$ cat config.mk
export PLATFORM = sky130hd
export DESIGN_NAME = lfc_core
export DESIGN_NICKNAME = d
export VERILOG_FILES = /design/src/hdl/lfc_pkg.sv /design/src/hdl/lfc_pin_if.sv /design/src/hdl/lfc_core.sv /design/src/hdl/lfc_pin_sync.sv /design/src/hdl/lfc_pwm.sv
export SDC_FILE = /design/constraint.sdc
export NUM_CORES = 1
export LEC_CHECK = 0
export ABC_AREA = 1
export BUFFER_PORTS_ARGS = -buffer_cell sky130_fd_sc_hd__buf_4
export CORE_UTILIZATION = 40
export DETAILED_ROUTE_END_ITERATION = 6
export PLACE_DENSITY = 0.54
export SYNTH_ARGS = -nofsm -noshare
export SYNTH_HDL_FRONTEND = slang
export SYNTH_SLANG_ARGS = --single-unit
export TNS_END_PERCENT = 50
$ cat constraint.sdc
create_clock -name ref_clk -period 13.2 [get_ports ref_clk]
set_input_delay 2.64 -clock ref_clk [delete_from_list [all_inputs] [get_ports ref_clk]]
set_output_delay 2.64 -clock ref_clk [all_outputs]
set_load 0.1 [all_outputs]
$ cat src/hdl/lfc_pkg.sv
package lfc_pkg;

   // ---------------------------------------------------------------
   // Register map (byte addresses on APB)
   // ---------------------------------------------------------------
   localparam logic [11:0] CTRL_OFS = 12'h000;
   localparam logic [11:0] CURRENT_OFS = 12'h004;
   localparam logic [11:0] TIMING_OFS = 12'h008;
   localparam logic [11:0] STATUS_OFS = 12'h00c;
   localparam logic [11:0] FAULT_OFS = 12'h010;

   // ---------------------------------------------------------------
   // Field positions
   // ---------------------------------------------------------------
   localparam int CTRL_OUT_ON_POS = 0;
   localparam int CTRL_MODE_POS = 1;
   localparam int CTRL_PIN_FN_POS = 3;
   localparam int CTRL_STROBE_ON_POS = 5;
   localparam int CTRL_STROBE_TYPE_POS = 6;
   localparam int CTRL_ABORT_POS = 7;
   localparam int CUR_LED_POS = 0;
   localparam int CUR_MASK_POS = 8;
   localparam int TIM_LIMIT_POS = 0;
   localparam int TIM_DUTY_POS = 8;
   localparam int STAT_ACTUAL_POS = 0;
   localparam int STAT_MIN_POS = 8;
   localparam int STAT_MODE_POS = 16;
   localparam int FLT_UVLO_POS = 0;
   localparam int FLT_TIMEOUT_POS = 1;
   localparam int FLT_MASK_POS = 2;

   // ---------------------------------------------------------------
   // Reset values of the configuration fields
   // ---------------------------------------------------------------
   localparam logic [1:0] MODE_RST = 2'h0;
   localparam logic [1:0] PIN_FN_RST = 2'h0;
   localparam logic [7:0] LED_CUR_RST = 8'h00;
   localparam logic [7:0] MASK_CUR_RST = 8'h00;
   localparam logic [7:0] LIMIT_RST = 8'h00;
   localparam logic [3:0] DUTY_RST = 4'h0;

   // Encodings of the mode select and pin function fields
   localparam logic [1:0] MODE_IND = 2'h1;
   localparam logic [1:0] MODE_ASSIST = 2'h2;
   localparam logic [1:0] MODE_FLASH = 2'h3;
   localparam logic [1:0] PIN_FN_MASK = 2'h1;
   localparam logic [1:0] PIN_FN_TORCH = 2'h2;

   // ---------------------------------------------------------------
   // Timing
   // ---------------------------------------------------------------
   localparam int CLK_PERIOD_NS = 20;
   localparam int IDLE_TIME_NS = 100_000_000;
   localparam int IDLE_CYCLES = IDLE_TIME_NS / CLK_PERIOD_NS;
   localparam int STEP_TIME_NS = 8_000;
   localparam int STEP_CYCLES = (STEP_TIME_NS + CLK_PERIOD_NS - 1) / CLK_PERIOD_NS;
   localparam int PWM_PERIOD_NS = 32_000;
   localparam int PWM_PERIOD_CYCLES = PWM_PERIOD_NS / CLK_PERIOD_NS;
   localparam int PWM_STEPS = 16;
   localparam int PWM_SLOT_CYCLES = PWM_PERIOD_CYCLES / PWM_STEPS;
   localparam int FLASH_UNIT_NS = 1_000_000;
   localparam int FLASH_UNIT_CYCLES = FLASH_UNIT_NS / CLK_PERIOD_NS;

   // Operating modes as seen at the sinks
   typedef enum logic [2:0] {
      M_SHUTDOWN = 3'h0,
      M_STANDBY = 3'h1,
      M_TORCH = 3'h2,
      M_INDICATOR = 3'h3,
      M_ASSIST = 3'h4,
      M_FLASH_ARM = 3'h5,
      M_FLASH_ON = 3'h6
   } lfc_mode_type;

endpackage

$ cat src/hdl/lfc_pin_if.sv
`timescale 1ns/100ps
// Pin levels after synchronisation, shared by the synchroniser and the core
interface lfc_pin_if;
   logic scl;
   logic trig;
   logic mask;
   logic vin_pre_low;
   logic vin_run_low;
   modport sync_side (output scl, output trig, output mask, output vin_pre_low,
      output vin_run_low);
   modport core_side (input scl, input trig, input mask, input vin_pre_low,
      input vin_run_low);
endinterface

$ cat src/hdl/lfc_core.sv
`timescale 1ns/100ps
// How it works
// - Serial clock idle in active mode: shutdown
// - Idle shutdown restores configuration defaults
// - Mode select zero, no torch: standby
// - Output enable picks indicator, assist, flash
// - Torch and assist use seven low bits
// - Indicator uses six bits, PWM duty
// - Flash starts on enable or trigger edge
// - Level trigger: flash while pin high
// - Mask pin lowers flash to reduced level
// - Pre-start low battery: flag, maybe abort
// - Pre-start low battery without abort: reduced level
// - Running low battery steps current down
// - Each current step takes 8 microseconds
// - Present current readable during flash
// - Lowest current held after flash
// - Fault flags clear on fault read
// - Serial clock high releases shutdown at once
module lfc_core #(
   parameter int IDLE_CYCLES = lfc_pkg::IDLE_CYCLES,
   parameter int FLASH_UNIT_CYCLES = lfc_pkg::FLASH_UNIT_CYCLES
) (
   input wire logic ref_clk,
   input wire logic rst,
   input wire logic psel,
   input wire logic penable,
   input wire logic pwrite,
   input wire logic [11:0] paddr,
   input wire logic [31:0] pwdata,
   output logic [31:0] prdata,
   output logic pready,
   output logic pslverr,
   input wire logic scl_in,
   input wire logic trigger_in,
   input wire logic mask_torch_in,
   input wire logic vin_pre_low_in,
   input wire logic vin_run_low_in,
   output logic [7:0] current_sink_outputs,
   output logic sink_on,
   output logic [2:0] op_mode
);

   // ---------------------------------------------------------------
   // State
   // ---------------------------------------------------------------
   typedef struct packed {
      logic out_on;
      logic [1:0] mode_sel;
      logic [1:0] pin_fn;
      logic strobe_on;
      logic strobe_type;
      logic abort_sel;
      logic [7:0] led_cur;
      logic [7:0] mask_cur;
      logic [7:0] limit;
      logic [3:0] duty;
      lfc_pkg::lfc_mode_type mode;
      logic [7:0] actual;
      logic [7:0] minimum;
      logic ramp_done;
      logic reduced;
      logic [31:0] idle_cnt;
      logic shutdown;
      logic [31:0] unit_cnt;
      logic [7:0] units;
      logic [15:0] step_cnt;
      logic trig_prev;
      logic flt_uvlo;
      logic flt_timeout;
      logic flt_mask;
      logic [31:0] rdata;
      logic [7:0] sink_code;
      logic sink_en;
   } lfc_core_type;

   lfc_core_type st_ff;
   lfc_core_type nxt_st;
   lfc_pin_if pins();
   logic pwm_on;
   logic setup_rd;
   logic acc;
   logic mapped;
   logic step_tick;
   logic want_flash;
   logic start;
   logic timed_out;
   logic level_end;
   logic [7:0] target;

   // ---------------------------------------------------------------
   // Pin synchroniser and indicator PWM
   // ---------------------------------------------------------------
   lfc_pin_sync #(.W(5)) u_sync (
      .ref_clk(ref_clk),
      .rst(rst),
      .raw({vin_run_low_in, vin_pre_low_in, mask_torch_in, trigger_in, scl_in}),
      .pins(pins.sync_side)
   );

   lfc_pwm u_pwm (
      .ref_clk(ref_clk),
      .rst(rst),
      .duty(st_ff.duty),
      .pwm_on(pwm_on)
   );

   // ---------------------------------------------------------------
   // APB decode
   // ---------------------------------------------------------------
   assign mapped = (paddr == lfc_pkg::CTRL_OFS) || (paddr == lfc_pkg::CURRENT_OFS) ||
      (paddr == lfc_pkg::TIMING_OFS) || (paddr == lfc_pkg::STATUS_OFS) ||
      (paddr == lfc_pkg::FAULT_OFS);
   assign setup_rd = psel && !penable && !pwrite;
   assign acc = psel && penable;
   assign pready = 1'b1; // Read data is latched in setup, so no wait states
   assign pslverr = acc && !mapped;
   assign prdata = st_ff.rdata;

   // Timing helpers
   assign step_tick = (st_ff.step_cnt == 16'(lfc_pkg::STEP_CYCLES - 1));
   assign want_flash = !st_ff.shutdown && st_ff.out_on &&
      (st_ff.mode_sel == lfc_pkg::MODE_FLASH);
   assign start = !st_ff.strobe_on ||
      (st_ff.strobe_type ? pins.trig : (pins.trig && !st_ff.trig_prev));
   assign timed_out = (st_ff.units == st_ff.limit) &&
      (st_ff.unit_cnt == 32'(FLASH_UNIT_CYCLES - 1));
   assign level_end = st_ff.strobe_on && st_ff.strobe_type && !pins.trig;
   assign target = (st_ff.reduced || ((st_ff.pin_fn == lfc_pkg::PIN_FN_MASK) && pins.mask)) ?
      st_ff.mask_cur : st_ff.led_cur;

   // ---------------------------------------------------------------
   // Next state
   // ---------------------------------------------------------------
   always_comb begin
      nxt_st = st_ff;
      nxt_st.trig_prev = pins.trig;
      nxt_st.step_cnt = step_tick ? 16'h0000 : st_ff.step_cnt + 16'h0001;

      // Read data is captured in the setup phase
      if (setup_rd) begin
         nxt_st.rdata = 32'h0000_0000;
         case (paddr)
            lfc_pkg::CTRL_OFS: begin
               nxt_st.rdata[lfc_pkg::CTRL_OUT_ON_POS] = st_ff.out_on;
               nxt_st.rdata[lfc_pkg::CTRL_MODE_POS +: 2] = st_ff.mode_sel;
               nxt_st.rdata[lfc_pkg::CTRL_PIN_FN_POS +: 2] = st_ff.pin_fn;
               nxt_st.rdata[lfc_pkg::CTRL_STROBE_ON_POS] = st_ff.strobe_on;
               nxt_st.rdata[lfc_pkg::CTRL_STROBE_TYPE_POS] = st_ff.strobe_type;
               nxt_st.rdata[lfc_pkg::CTRL_ABORT_POS] = st_ff.abort_sel;
            end
            lfc_pkg::CURRENT_OFS: begin
               nxt_st.rdata[lfc_pkg::CUR_LED_POS +: 8] = st_ff.led_cur;
               nxt_st.rdata[lfc_pkg::CUR_MASK_POS +: 8] = st_ff.mask_cur;
            end
            lfc_pkg::TIMING_OFS: begin
               nxt_st.rdata[lfc_pkg::TIM_LIMIT_POS +: 8] = st_ff.limit;
               nxt_st.rdata[lfc_pkg::TIM_DUTY_POS +: 4] = st_ff.duty;
            end
            lfc_pkg::STATUS_OFS: begin
               nxt_st.rdata[lfc_pkg::STAT_ACTUAL_POS +: 8] = st_ff.actual;
               nxt_st.rdata[lfc_pkg::STAT_MIN_POS +: 8] = st_ff.minimum;
               nxt_st.rdata[lfc_pkg::STAT_MODE_POS +: 3] = st_ff.mode;
            end
            lfc_pkg::FAULT_OFS: begin
               nxt_st.rdata[lfc_pkg::FLT_UVLO_POS] = st_ff.flt_uvlo;
               nxt_st.rdata[lfc_pkg::FLT_TIMEOUT_POS] = st_ff.flt_timeout;
               nxt_st.rdata[lfc_pkg::FLT_MASK_POS] = st_ff.flt_mask;
            end
            default: begin
               nxt_st.rdata = 32'h0000_0000;
            end
         endcase
      end

      // Register writes and read side effects take place at the access phase
      if (acc && pwrite && (paddr == lfc_pkg::CTRL_OFS)) begin
         nxt_st.out_on = pwdata[lfc_pkg::CTRL_OUT_ON_POS];
         nxt_st.mode_sel = pwdata[lfc_pkg::CTRL_MODE_POS +: 2];
         nxt_st.pin_fn = pwdata[lfc_pkg::CTRL_PIN_FN_POS +: 2];
         nxt_st.strobe_on = pwdata[lfc_pkg::CTRL_STROBE_ON_POS];
         nxt_st.strobe_type = pwdata[lfc_pkg::CTRL_STROBE_TYPE_POS];
         nxt_st.abort_sel = pwdata[lfc_pkg::CTRL_ABORT_POS];
      end
      if (acc && pwrite && (paddr == lfc_pkg::CURRENT_OFS)) begin
         nxt_st.led_cur = pwdata[lfc_pkg::CUR_LED_POS +: 8];
         nxt_st.mask_cur = pwdata[lfc_pkg::CUR_MASK_POS +: 8];
      end
      if (acc && pwrite && (paddr == lfc_pkg::TIMING_OFS)) begin
         nxt_st.limit = pwdata[lfc_pkg::TIM_LIMIT_POS +: 8];
         nxt_st.duty = pwdata[lfc_pkg::TIM_DUTY_POS +: 4];
      end
      // Cleared first so that an event in the same cycle sets the flag again
      if (acc && !pwrite && (paddr == lfc_pkg::FAULT_OFS)) begin
         nxt_st.flt_uvlo = 1'b0;
         nxt_st.flt_timeout = 1'b0;
         nxt_st.flt_mask = 1'b0;
      end

      // Serial clock watchdog; a high level ends shutdown at once
      if (pins.scl) begin
         nxt_st.idle_cnt = 32'h0000_0000;
         nxt_st.shutdown = 1'b0;
      end else if (st_ff.out_on && (st_ff.mode_sel != 2'h0) && !st_ff.shutdown) begin
         if (st_ff.idle_cnt == 32'(IDLE_CYCLES - 1)) begin
            nxt_st.idle_cnt = 32'h0000_0000;
            nxt_st.shutdown = 1'b1;
            nxt_st.out_on = 1'b0;
            nxt_st.mode_sel = lfc_pkg::MODE_RST;
            nxt_st.pin_fn = lfc_pkg::PIN_FN_RST;
            nxt_st.strobe_on = 1'b0;
            nxt_st.strobe_type = 1'b0;
            nxt_st.abort_sel = 1'b0;
            nxt_st.led_cur = lfc_pkg::LED_CUR_RST;
            nxt_st.mask_cur = lfc_pkg::MASK_CUR_RST;
            nxt_st.limit = lfc_pkg::LIMIT_RST;
            nxt_st.duty = lfc_pkg::DUTY_RST;
         end else begin
            nxt_st.idle_cnt = st_ff.idle_cnt + 32'h0000_0001;
         end
      end else begin
         nxt_st.idle_cnt = 32'h0000_0000;
      end

      // Mode selection from the registered configuration and pins
      if (st_ff.shutdown) begin
         nxt_st.mode = lfc_pkg::M_SHUTDOWN;
      end else if (!st_ff.out_on || (st_ff.mode_sel == 2'h0)) begin
         if ((st_ff.mode_sel == 2'h0) && (st_ff.pin_fn == lfc_pkg::PIN_FN_TORCH) && pins.mask) begin
            nxt_st.mode = lfc_pkg::M_TORCH;
         end else begin
            nxt_st.mode = lfc_pkg::M_STANDBY;
         end
      end else if (st_ff.mode_sel == lfc_pkg::MODE_IND) begin
         nxt_st.mode = lfc_pkg::M_INDICATOR;
      end else if (st_ff.mode_sel == lfc_pkg::MODE_ASSIST) begin
         nxt_st.mode = lfc_pkg::M_ASSIST;
      end else if (st_ff.mode != lfc_pkg::M_FLASH_ON) begin
         nxt_st.mode = lfc_pkg::M_FLASH_ARM;
      end

      // Flash start with the pre-start battery check
      if (want_flash && (st_ff.mode == lfc_pkg::M_FLASH_ARM) && start) begin
         nxt_st.actual = 8'h00;
         nxt_st.minimum = st_ff.led_cur;
         nxt_st.ramp_done = 1'b0;
         nxt_st.reduced = 1'b0;
         nxt_st.units = 8'h00;
         nxt_st.unit_cnt = 32'h0000_0000;
         nxt_st.mode = lfc_pkg::M_FLASH_ON;
         if (pins.vin_pre_low) begin
            nxt_st.flt_uvlo = 1'b1;
            if (st_ff.abort_sel) begin
               nxt_st.out_on = 1'b0;
               nxt_st.mode = lfc_pkg::M_STANDBY;
            end else begin
               nxt_st.reduced = 1'b1;
            end
         end
      end

      // Running flash: duration, ramp and battery reductions
      if (want_flash && (st_ff.mode == lfc_pkg::M_FLASH_ON)) begin
         if (st_ff.unit_cnt == 32'(FLASH_UNIT_CYCLES - 1)) begin
            nxt_st.unit_cnt = 32'h0000_0000;
            nxt_st.units = st_ff.units + 8'h01;
         end else begin
            nxt_st.unit_cnt = st_ff.unit_cnt + 32'h0000_0001;
         end
         if ((st_ff.pin_fn == lfc_pkg::PIN_FN_MASK) && pins.mask) begin
            nxt_st.flt_mask = 1'b1;
            if (st_ff.actual > st_ff.mask_cur) begin
               nxt_st.actual = st_ff.mask_cur;
            end
         end
         // One code step per 8 us tick; a low battery halts the ramp
         if (step_tick) begin
            if (pins.vin_run_low) begin
               nxt_st.flt_uvlo = 1'b1;
               if (st_ff.ramp_done && (st_ff.actual != 8'h00)) begin
                  nxt_st.actual = st_ff.actual - 8'h01;
               end
            end else if (!st_ff.ramp_done) begin
               if (st_ff.actual < target) begin
                  nxt_st.actual = st_ff.actual + 8'h01;
               end
               // Done once the target is met, so a sag at the next tick steps down
               nxt_st.ramp_done = (nxt_st.actual >= target);
            end else if (st_ff.actual > target) begin
               nxt_st.actual = st_ff.actual - 8'h01;
            end
         end
         // Minimum follows only once the ramp has settled
         if (nxt_st.ramp_done && (nxt_st.actual < st_ff.minimum)) begin
            nxt_st.minimum = nxt_st.actual;
         end
         if (timed_out || level_end) begin
            nxt_st.out_on = 1'b0;
            nxt_st.mode = lfc_pkg::M_STANDBY;
            if (timed_out && !(st_ff.strobe_on && !st_ff.strobe_type)) begin
               nxt_st.flt_timeout = 1'b1;
            end
         end
      end

      // Sink drive follows the registered mode
      case (st_ff.mode)
         lfc_pkg::M_TORCH, lfc_pkg::M_ASSIST: begin
            nxt_st.sink_code = {1'b0, st_ff.led_cur[6:0]};
            nxt_st.sink_en = 1'b1;
         end
         lfc_pkg::M_INDICATOR: begin
            nxt_st.sink_code = {2'b00, st_ff.led_cur[5:0]};
            nxt_st.sink_en = pwm_on;
         end
         lfc_pkg::M_FLASH_ON: begin
            nxt_st.sink_code = st_ff.actual;
            nxt_st.sink_en = 1'b1;
         end
         default: begin
            nxt_st.sink_code = 8'h00;
            nxt_st.sink_en = 1'b0;
         end
      endcase
   end

   // ---------------------------------------------------------------
   // State register
   // ---------------------------------------------------------------
   always_ff @(posedge ref_clk or posedge rst) begin
      if (rst) begin
         st_ff <= '0;
         st_ff.mode <= lfc_pkg::M_STANDBY;
      end else begin
         st_ff <= nxt_st;
      end
   end

   assign current_sink_outputs = st_ff.sink_code;
   assign sink_on = st_ff.sink_en;
   assign op_mode = st_ff.mode;
endmodule

$ cat src/hdl/lfc_pin_sync.sv
`timescale 1ns/100ps
module lfc_pin_sync #(
   parameter int W = 5
) (
   input wire logic ref_clk,
   input wire logic rst,
   input wire logic [W-1:0] raw,
   lfc_pin_if.sync_side pins
);
   typedef struct packed {
      logic [W-1:0] s1;
      logic [W-1:0] s2;
   } lfc_sync_type;

   lfc_sync_type st_ff;
   lfc_sync_type nxt_st;

   // Two stages; only the second stage drives the pin levels
   always_comb begin
      nxt_st.s1 = raw;
      nxt_st.s2 = st_ff.s1;
   end

   always_ff @(posedge ref_clk or posedge rst) begin
      if (rst) begin
         st_ff <= '0;
      end else begin
         st_ff <= nxt_st;
      end
   end

   assign pins.scl = st_ff.s2[0];
   assign pins.trig = st_ff.s2[1];
   assign pins.mask = st_ff.s2[2];
   assign pins.vin_pre_low = st_ff.s2[3];
   assign pins.vin_run_low = st_ff.s2[4];
endmodule

$ cat src/hdl/lfc_pwm.sv
`timescale 1ns/100ps
module lfc_pwm #(
   parameter int PERIOD = lfc_pkg::PWM_PERIOD_CYCLES,
   parameter int SLOT = lfc_pkg::PWM_SLOT_CYCLES
) (
   input wire logic ref_clk,
   input wire logic rst,
   input wire logic [3:0] duty,
   output logic pwm_on
);
   typedef struct packed {
      logic [15:0] cnt;
      logic on;
   } lfc_pwm_type;

   lfc_pwm_type st_ff;
   lfc_pwm_type nxt_st;

   // Free-running period; duty code n gives (n+1)/16 on-time
   always_comb begin
      nxt_st = st_ff;
      if (st_ff.cnt == 16'(PERIOD - 1)) begin
         nxt_st.cnt = 16'h0000;
      end else begin
         nxt_st.cnt = st_ff.cnt + 16'h0001;
      end
      nxt_st.on = (nxt_st.cnt < 16'((32'(duty) + 32'h1) * 32'(SLOT)));
   end

   always_ff @(posedge ref_clk or posedge rst) begin
      if (rst) begin
         st_ff <= '0;
      end else begin
         st_ff <= nxt_st;
      end
   end

   assign pwm_on = st_ff.on;
endmodule

# Word-level counts from Yosys, hierarchy flattened
# Cells that the tools add are included.
[classes]
reduce_logical = 55
n_shift = 0
n_lt_le_gt_ge = 6
mul = 1
eq_ne = 20
n_addsub = 8
n_bitwise = 0
n_mux = 70
div_mod_pow = 0
[ops]
columns = ["operator", "count"]
rows = [
  ["$mux 8", 17],
  ["$mux 36", 3],
  ["$mux 32", 3],
  ["$mux 40", 2],
  ["$add 32x1->32 const B", 2],
  ["$mux 16", 3],
  ["$mux 3", 11],
  ["$mux 33", 1],
  ["$add 16x1->16 const B", 2],
  ["$eq 32x16->1 const B", 1],
  ["$eq 32x23->1 const B", 1],
  ["$mul 32x5->14 const B", 1],
  ["$logic_and 1x1->1", 28],
  ["$pmux 9 s3", 1],
  ["$eq 12x4->1 const B", 2],
  ["$mux 1", 21],
  ["$mux 21", 1],
  ["$mux 20", 1],
  ["$pmux 5 s4", 1],
  ["$add 8x1->8 const B", 2],
  ["$eq 16x11->1 const B", 1],
  ["$eq 16x9->1 const B", 1],
  ["$gt 8x8->1", 2],
  ["$lt 16x16->1", 1],
  ["25 further kinds", 51],
]
[word_totals]
regBits = 205
rom_bits = 0
memories = 0
output_inout_bits = 46
latchBits = 0
ram_bits = 0
elab_cells = 191

# Depth between registers and ports, before layout
[depth]
word_depth = 22
depth_mapped = 28

# Cells and area by module
# A second synthesis with hierarchy kept.
[hier_totals]
cells_unflattened = 1652
area_unflattened_um2 = 12889.9
[by_module_without_submodules]
columns = ["module", "seq_area_each_um2", "area_per_inst_um2", "instances", "cells_each"]
rows = [
  ["lfc_core", 4455.5, 11144.4, 1, 1457],
  ["lfc_pwm", 425.4, 1491.4, 1, 184],
  ["lfc_pin_sync", 250.2, 254.0, 1, 11],
]

# Worst setup path after synthesis
# OpenSTA, ideal clock, no wires.
[synth_timing]
path_kind = "in2out"
from = "input port paddr[7]"
to = "output port pslverr"
setup_slack_ns = 5.100
arrival_time_ns = 5.460
cell_stages = 9
cell_sequence = "nor2_1 -> inv_1 -> nor3_1 -> inv_1 -> nor2_1 -> nand4_1 -> clkbuf_1 -> nand4_1 -> nor3_1"
[synth_between]
elab_chain_len = 7
elab_cells_between_ends = 11
classes_between = "eq/ne (4); reduce/logical (7)"
[synth_rtl]
columns = ["element", "line", "rtl"]
rows = [
  ["start: declaration", "lfc_core.sv:29", "input wire logic [11:0] paddr,"],
  ["$eq 12x3->1 or $logic_not 12->1 (tied branches)", "lfc_core.sv:111", "assign mapped = (paddr == lfc_pkg::CTRL_OFS) || (paddr == lfc_pkg::CURRENT_OFS) ||"],
  ["$logic_or 1x1->1 (2 in a row)", "lfc_core.sv:111", ""],
  ["$logic_or 1x1->1", "lfc_core.sv:112", "(paddr == lfc_pkg::TIMING_OFS) || (paddr == lfc_pkg::STATUS_OFS) ||"],
  ["$logic_or 1x1->1 *", "lfc_core.sv:112", ""],
  ["$logic_not 1->1 *", "lfc_core.sv:117", "assign pslverr = acc && !mapped;"],
  ["$logic_and 1x1->1 *", "lfc_core.sv:117", ""],
  ["end: declaration", "lfc_core.sv:33", "output logic pslverr,"],
]
# Every way passes the cells marked *; elsewhere a longest branch is shown, timed or not.

# Worst setup path after layout
# Same ends and word-level chain as after synthesis.

==> impl_metrics.yaml <==
outcome:
  outcome: "finished, final reports clean"
pwr:
  p_total_mw: 1.450
  leakagePower_nw: 6.901
  clockPowerShare_pct: 50.2
  ir_drop_uv: 90.85
  power_switching_share_pct: 23.85
  pwr-share-comb_pct: 5.8
  power_frac_seq_pct: 44.0
  p_per_area_nw_per_um2: 100.1
  p_switching_uw: 345.8
  p_int_mw: 1.104
sta:
  fin_hold_ws_ps: 346.1
  max_freq_ghz: 0.1353
  finalMaxSlewViolations: 0
  tightest_slew_ps: 1010
  final.setup.tns_ps: 0
  period_share_pct: 55.99
  grt_setup_unrepaired: "false"
  maxSlewHeadroom_pct: 32.48
  finalSetupViolCount: 0
  period_minus_slack_ps: 7391
  fin_skew_ps: 8.249
  hold_viol: 0
critical_path:
  crit_cells: 10
  cp.required_ps: 10560
  reg2reg_depth: 20
  crit_path_max_incr_delay_ps: 570
  startpoint_type: "input port"
  critPathTopFamily: "simple AND/OR/NAND/NOR gates"
  reg2reg_from: "u_sync.pins.mask$_DFF_PP0_"
  critPathMaxFanout: 11
  crit_type: "in2out"
  cp_data_arrival_time_ps: 4750
  startpoint: "paddr[7]"
  worst-path-buf-inv: 4
  crit_path_end_kind: "output port"
  slowest_stage: "nand4_1"
  crit_path_cell_trace: "buf_4, nor2_1, inv_1, nor3_1, inv_1, nor2_1, nand4_1, nand4_1, nor3_1, buf_4"
global_route:
  grt_pass1_wl_mm: 57.62
  antenna_found_initial: 0
  grt_max_degree: 132
  track_usage_pct: 21.87
  grt_overflow: 0
  grt_pass1_vias: 10660
synthesis:
  synth_edf_count: 0
  ys_ff_latch: 205
  synth_warnings: 0
  syn_area_um2: 12940
  synth_cell_types: 63
  syn_inst: 1662
  async_flop_share_pct: 100.0
  ys.flop_type: "dfrtp_1"
  avgSynthCellArea_um2: 7.788
  yosysSeqAreaShare_pct: 39.64
detailed_routing:
  firstDrtPassIters: 5
  drt_iter0_drc: 713
  ant_nets: 0
  drcViolationCount: 0
  routed_wl_mm: 35.63
  vias_per_cell: 5.292
  vias: 11230
  routedWlPerCell_um: 16.79
floorplan:
  initial_core_util_pct: 40.81
  dieArea_um2: 33080
  fp.coreArea_um2: 31720
  ios: 100
  rows: 65
  die_w_um: 181.9
  die_y_um: 181.9
layout:
  drive_above_1_share_pct: 10.81
  design_area_um2: 14490
  diodes: 0
  finish.utilization_pct: 45.68
  nets: 1819
  fill_cells: 3177
  area_growth_pct: 11.93
cts:
  clock_path_buffers: 3
  htreeDepth: 1
  cts_resized: 0
  path_clk_slew_ps: 60
  cts-root-buf: "clkbuf_16"
  cts_made_buffers: 26
  post_cts_buffers: 0
  clock_insertion_delay_worst_skew_ps: 530
  ctsHoldBuffers: 0
  cts_tree: "done"
  cts_sinks: 205
placement:
  port_buffers: 69
  place_area_um2: 13600
  hpwl_mm: 26.50
  place.gp.congestion: 0.9413
min_path:
  holdPathStages: 0
  hp-class: "reg2reg"
  hold_start: "u_sync.nxt_st[0]$_DFF_PP0_"
flow_run:
  cap_violations: 0
==> cells in the final DEF, fill, tap and decap left out, drive strengths merged, types with 9 or more instances in the layout <==
cell type    n
a211oi       9
a21oi       70
buf         74
clkbuf      38
clkinv      15
conb        14
dfrtp      204
ha          64
inv        278
nand2      306
nand3       72
nand4       34
nor2       139
nor3        64
nor4        37
o211ai      32
o21ai      115
o221ai       9
o22ai       45
xnor2        9
xor2        38
==> through the flow <==
stage / setup slack, ps / instances
finish: 5809 / 2122
global placement: 5889 / 2075
detailed placement: 5893 / 2075
CTS: 5884 / 2122
floorplan: 4966 / 1674
global route: 5619 / 2122
==> area by class of cell <==
type | count | area [µm²] | share of cell area, %
clock buffer | 38 | 797.0 | 5.501
inverter | 286 | 1081 | 7.462
clock inverter | 9 | 95.09 | 0.6564
multi-input combinational | 1108 | 6325 | 43.66
sequential | 205 | 5131 | 35.42
tap | 402 | 503.0 | 3.472
timing repair buffer | 74 | 555.5 | 3.835
==> power by group through the flow <==
stage | Clock (mW) | Sequential (mW) | Combinational [mW]
global placement | 0 | 0.649 | 0.0850
detailed placement | 0 | 0.649 | 0.0853
CTS | 0.746 | 0.638 | 0.0855
global route | 0.768 | 0.638 | 0.0903
floorplan | 0 | 0.647 | 0.0687
finish | 0.728 | 0.638 | 0.0842
==> cells in the mapped netlist (all sizes together) (37+ instances only) <==
master	count	area (µm²)
nor4	37	265.3
inv	278	1044
nor2	139	559.3
o22ai	45	281.5
dfrtp	204	5105
ha	64	800.8
xor2	38	332.8
nand2	306	1206
nand3	72	392.9
a21oi	70	369.1
nor3	64	400.4
buf	49	361.6
o21ai	115	579.3
==> flip-flops by register name, indices dropped and copies added (netlist names), 3 cells and up <==
name and cells:
st_ff 147, prdata 19, u_pwm.st_ff 16, current_sink_outputs 8, u_sync.nxt_st 5, op_mode 3
==> logic make-up after synthesis <==
logic type | Yosys count | synth area share [%]
AND/OR/NAND/NOR | 666 | 24.27
buffers and inverters | 361 | 11.84
AO/OA/AOI/OAI | 316 | 14.74
flip-flops | 205 | 39.64
adder cells (fa/ha/maj) | 64 | 6.187
XOR/XNOR | 47 | 3.180
other | 2 | 0.05802
multiplexers | 1 | 0.07734
==> worst paths after layout <==
check	end	slack [ps]
max	pslverr	5810
min	u_sync.pins.scl$_DFF_PP0_	350
max reg2reg	st_ff[138]$_DFF_PP0_	8580
min reg2reg	u_sync.pins.scl$_DFF_PP0_	350
max in group asynchronous	u_pwm.st_ff[11]$_DFF_PP0_	9330
min in group asynchronous	st_ff[67]$_DFF_PP0_	2310
==> per-layer routing <==
layer  global-route usage (%)  vias to the layer above  wire length [µm]
met5                        0                        -                 0
met4                    6.487                        0              1039
met3                    2.627                       55              1932
met2                    34.80                      287             16140
met1                    31.13                     5324             16510
li1                         -                     5564                 -
No activity file was read; power rests on OpenSTA's default activity.
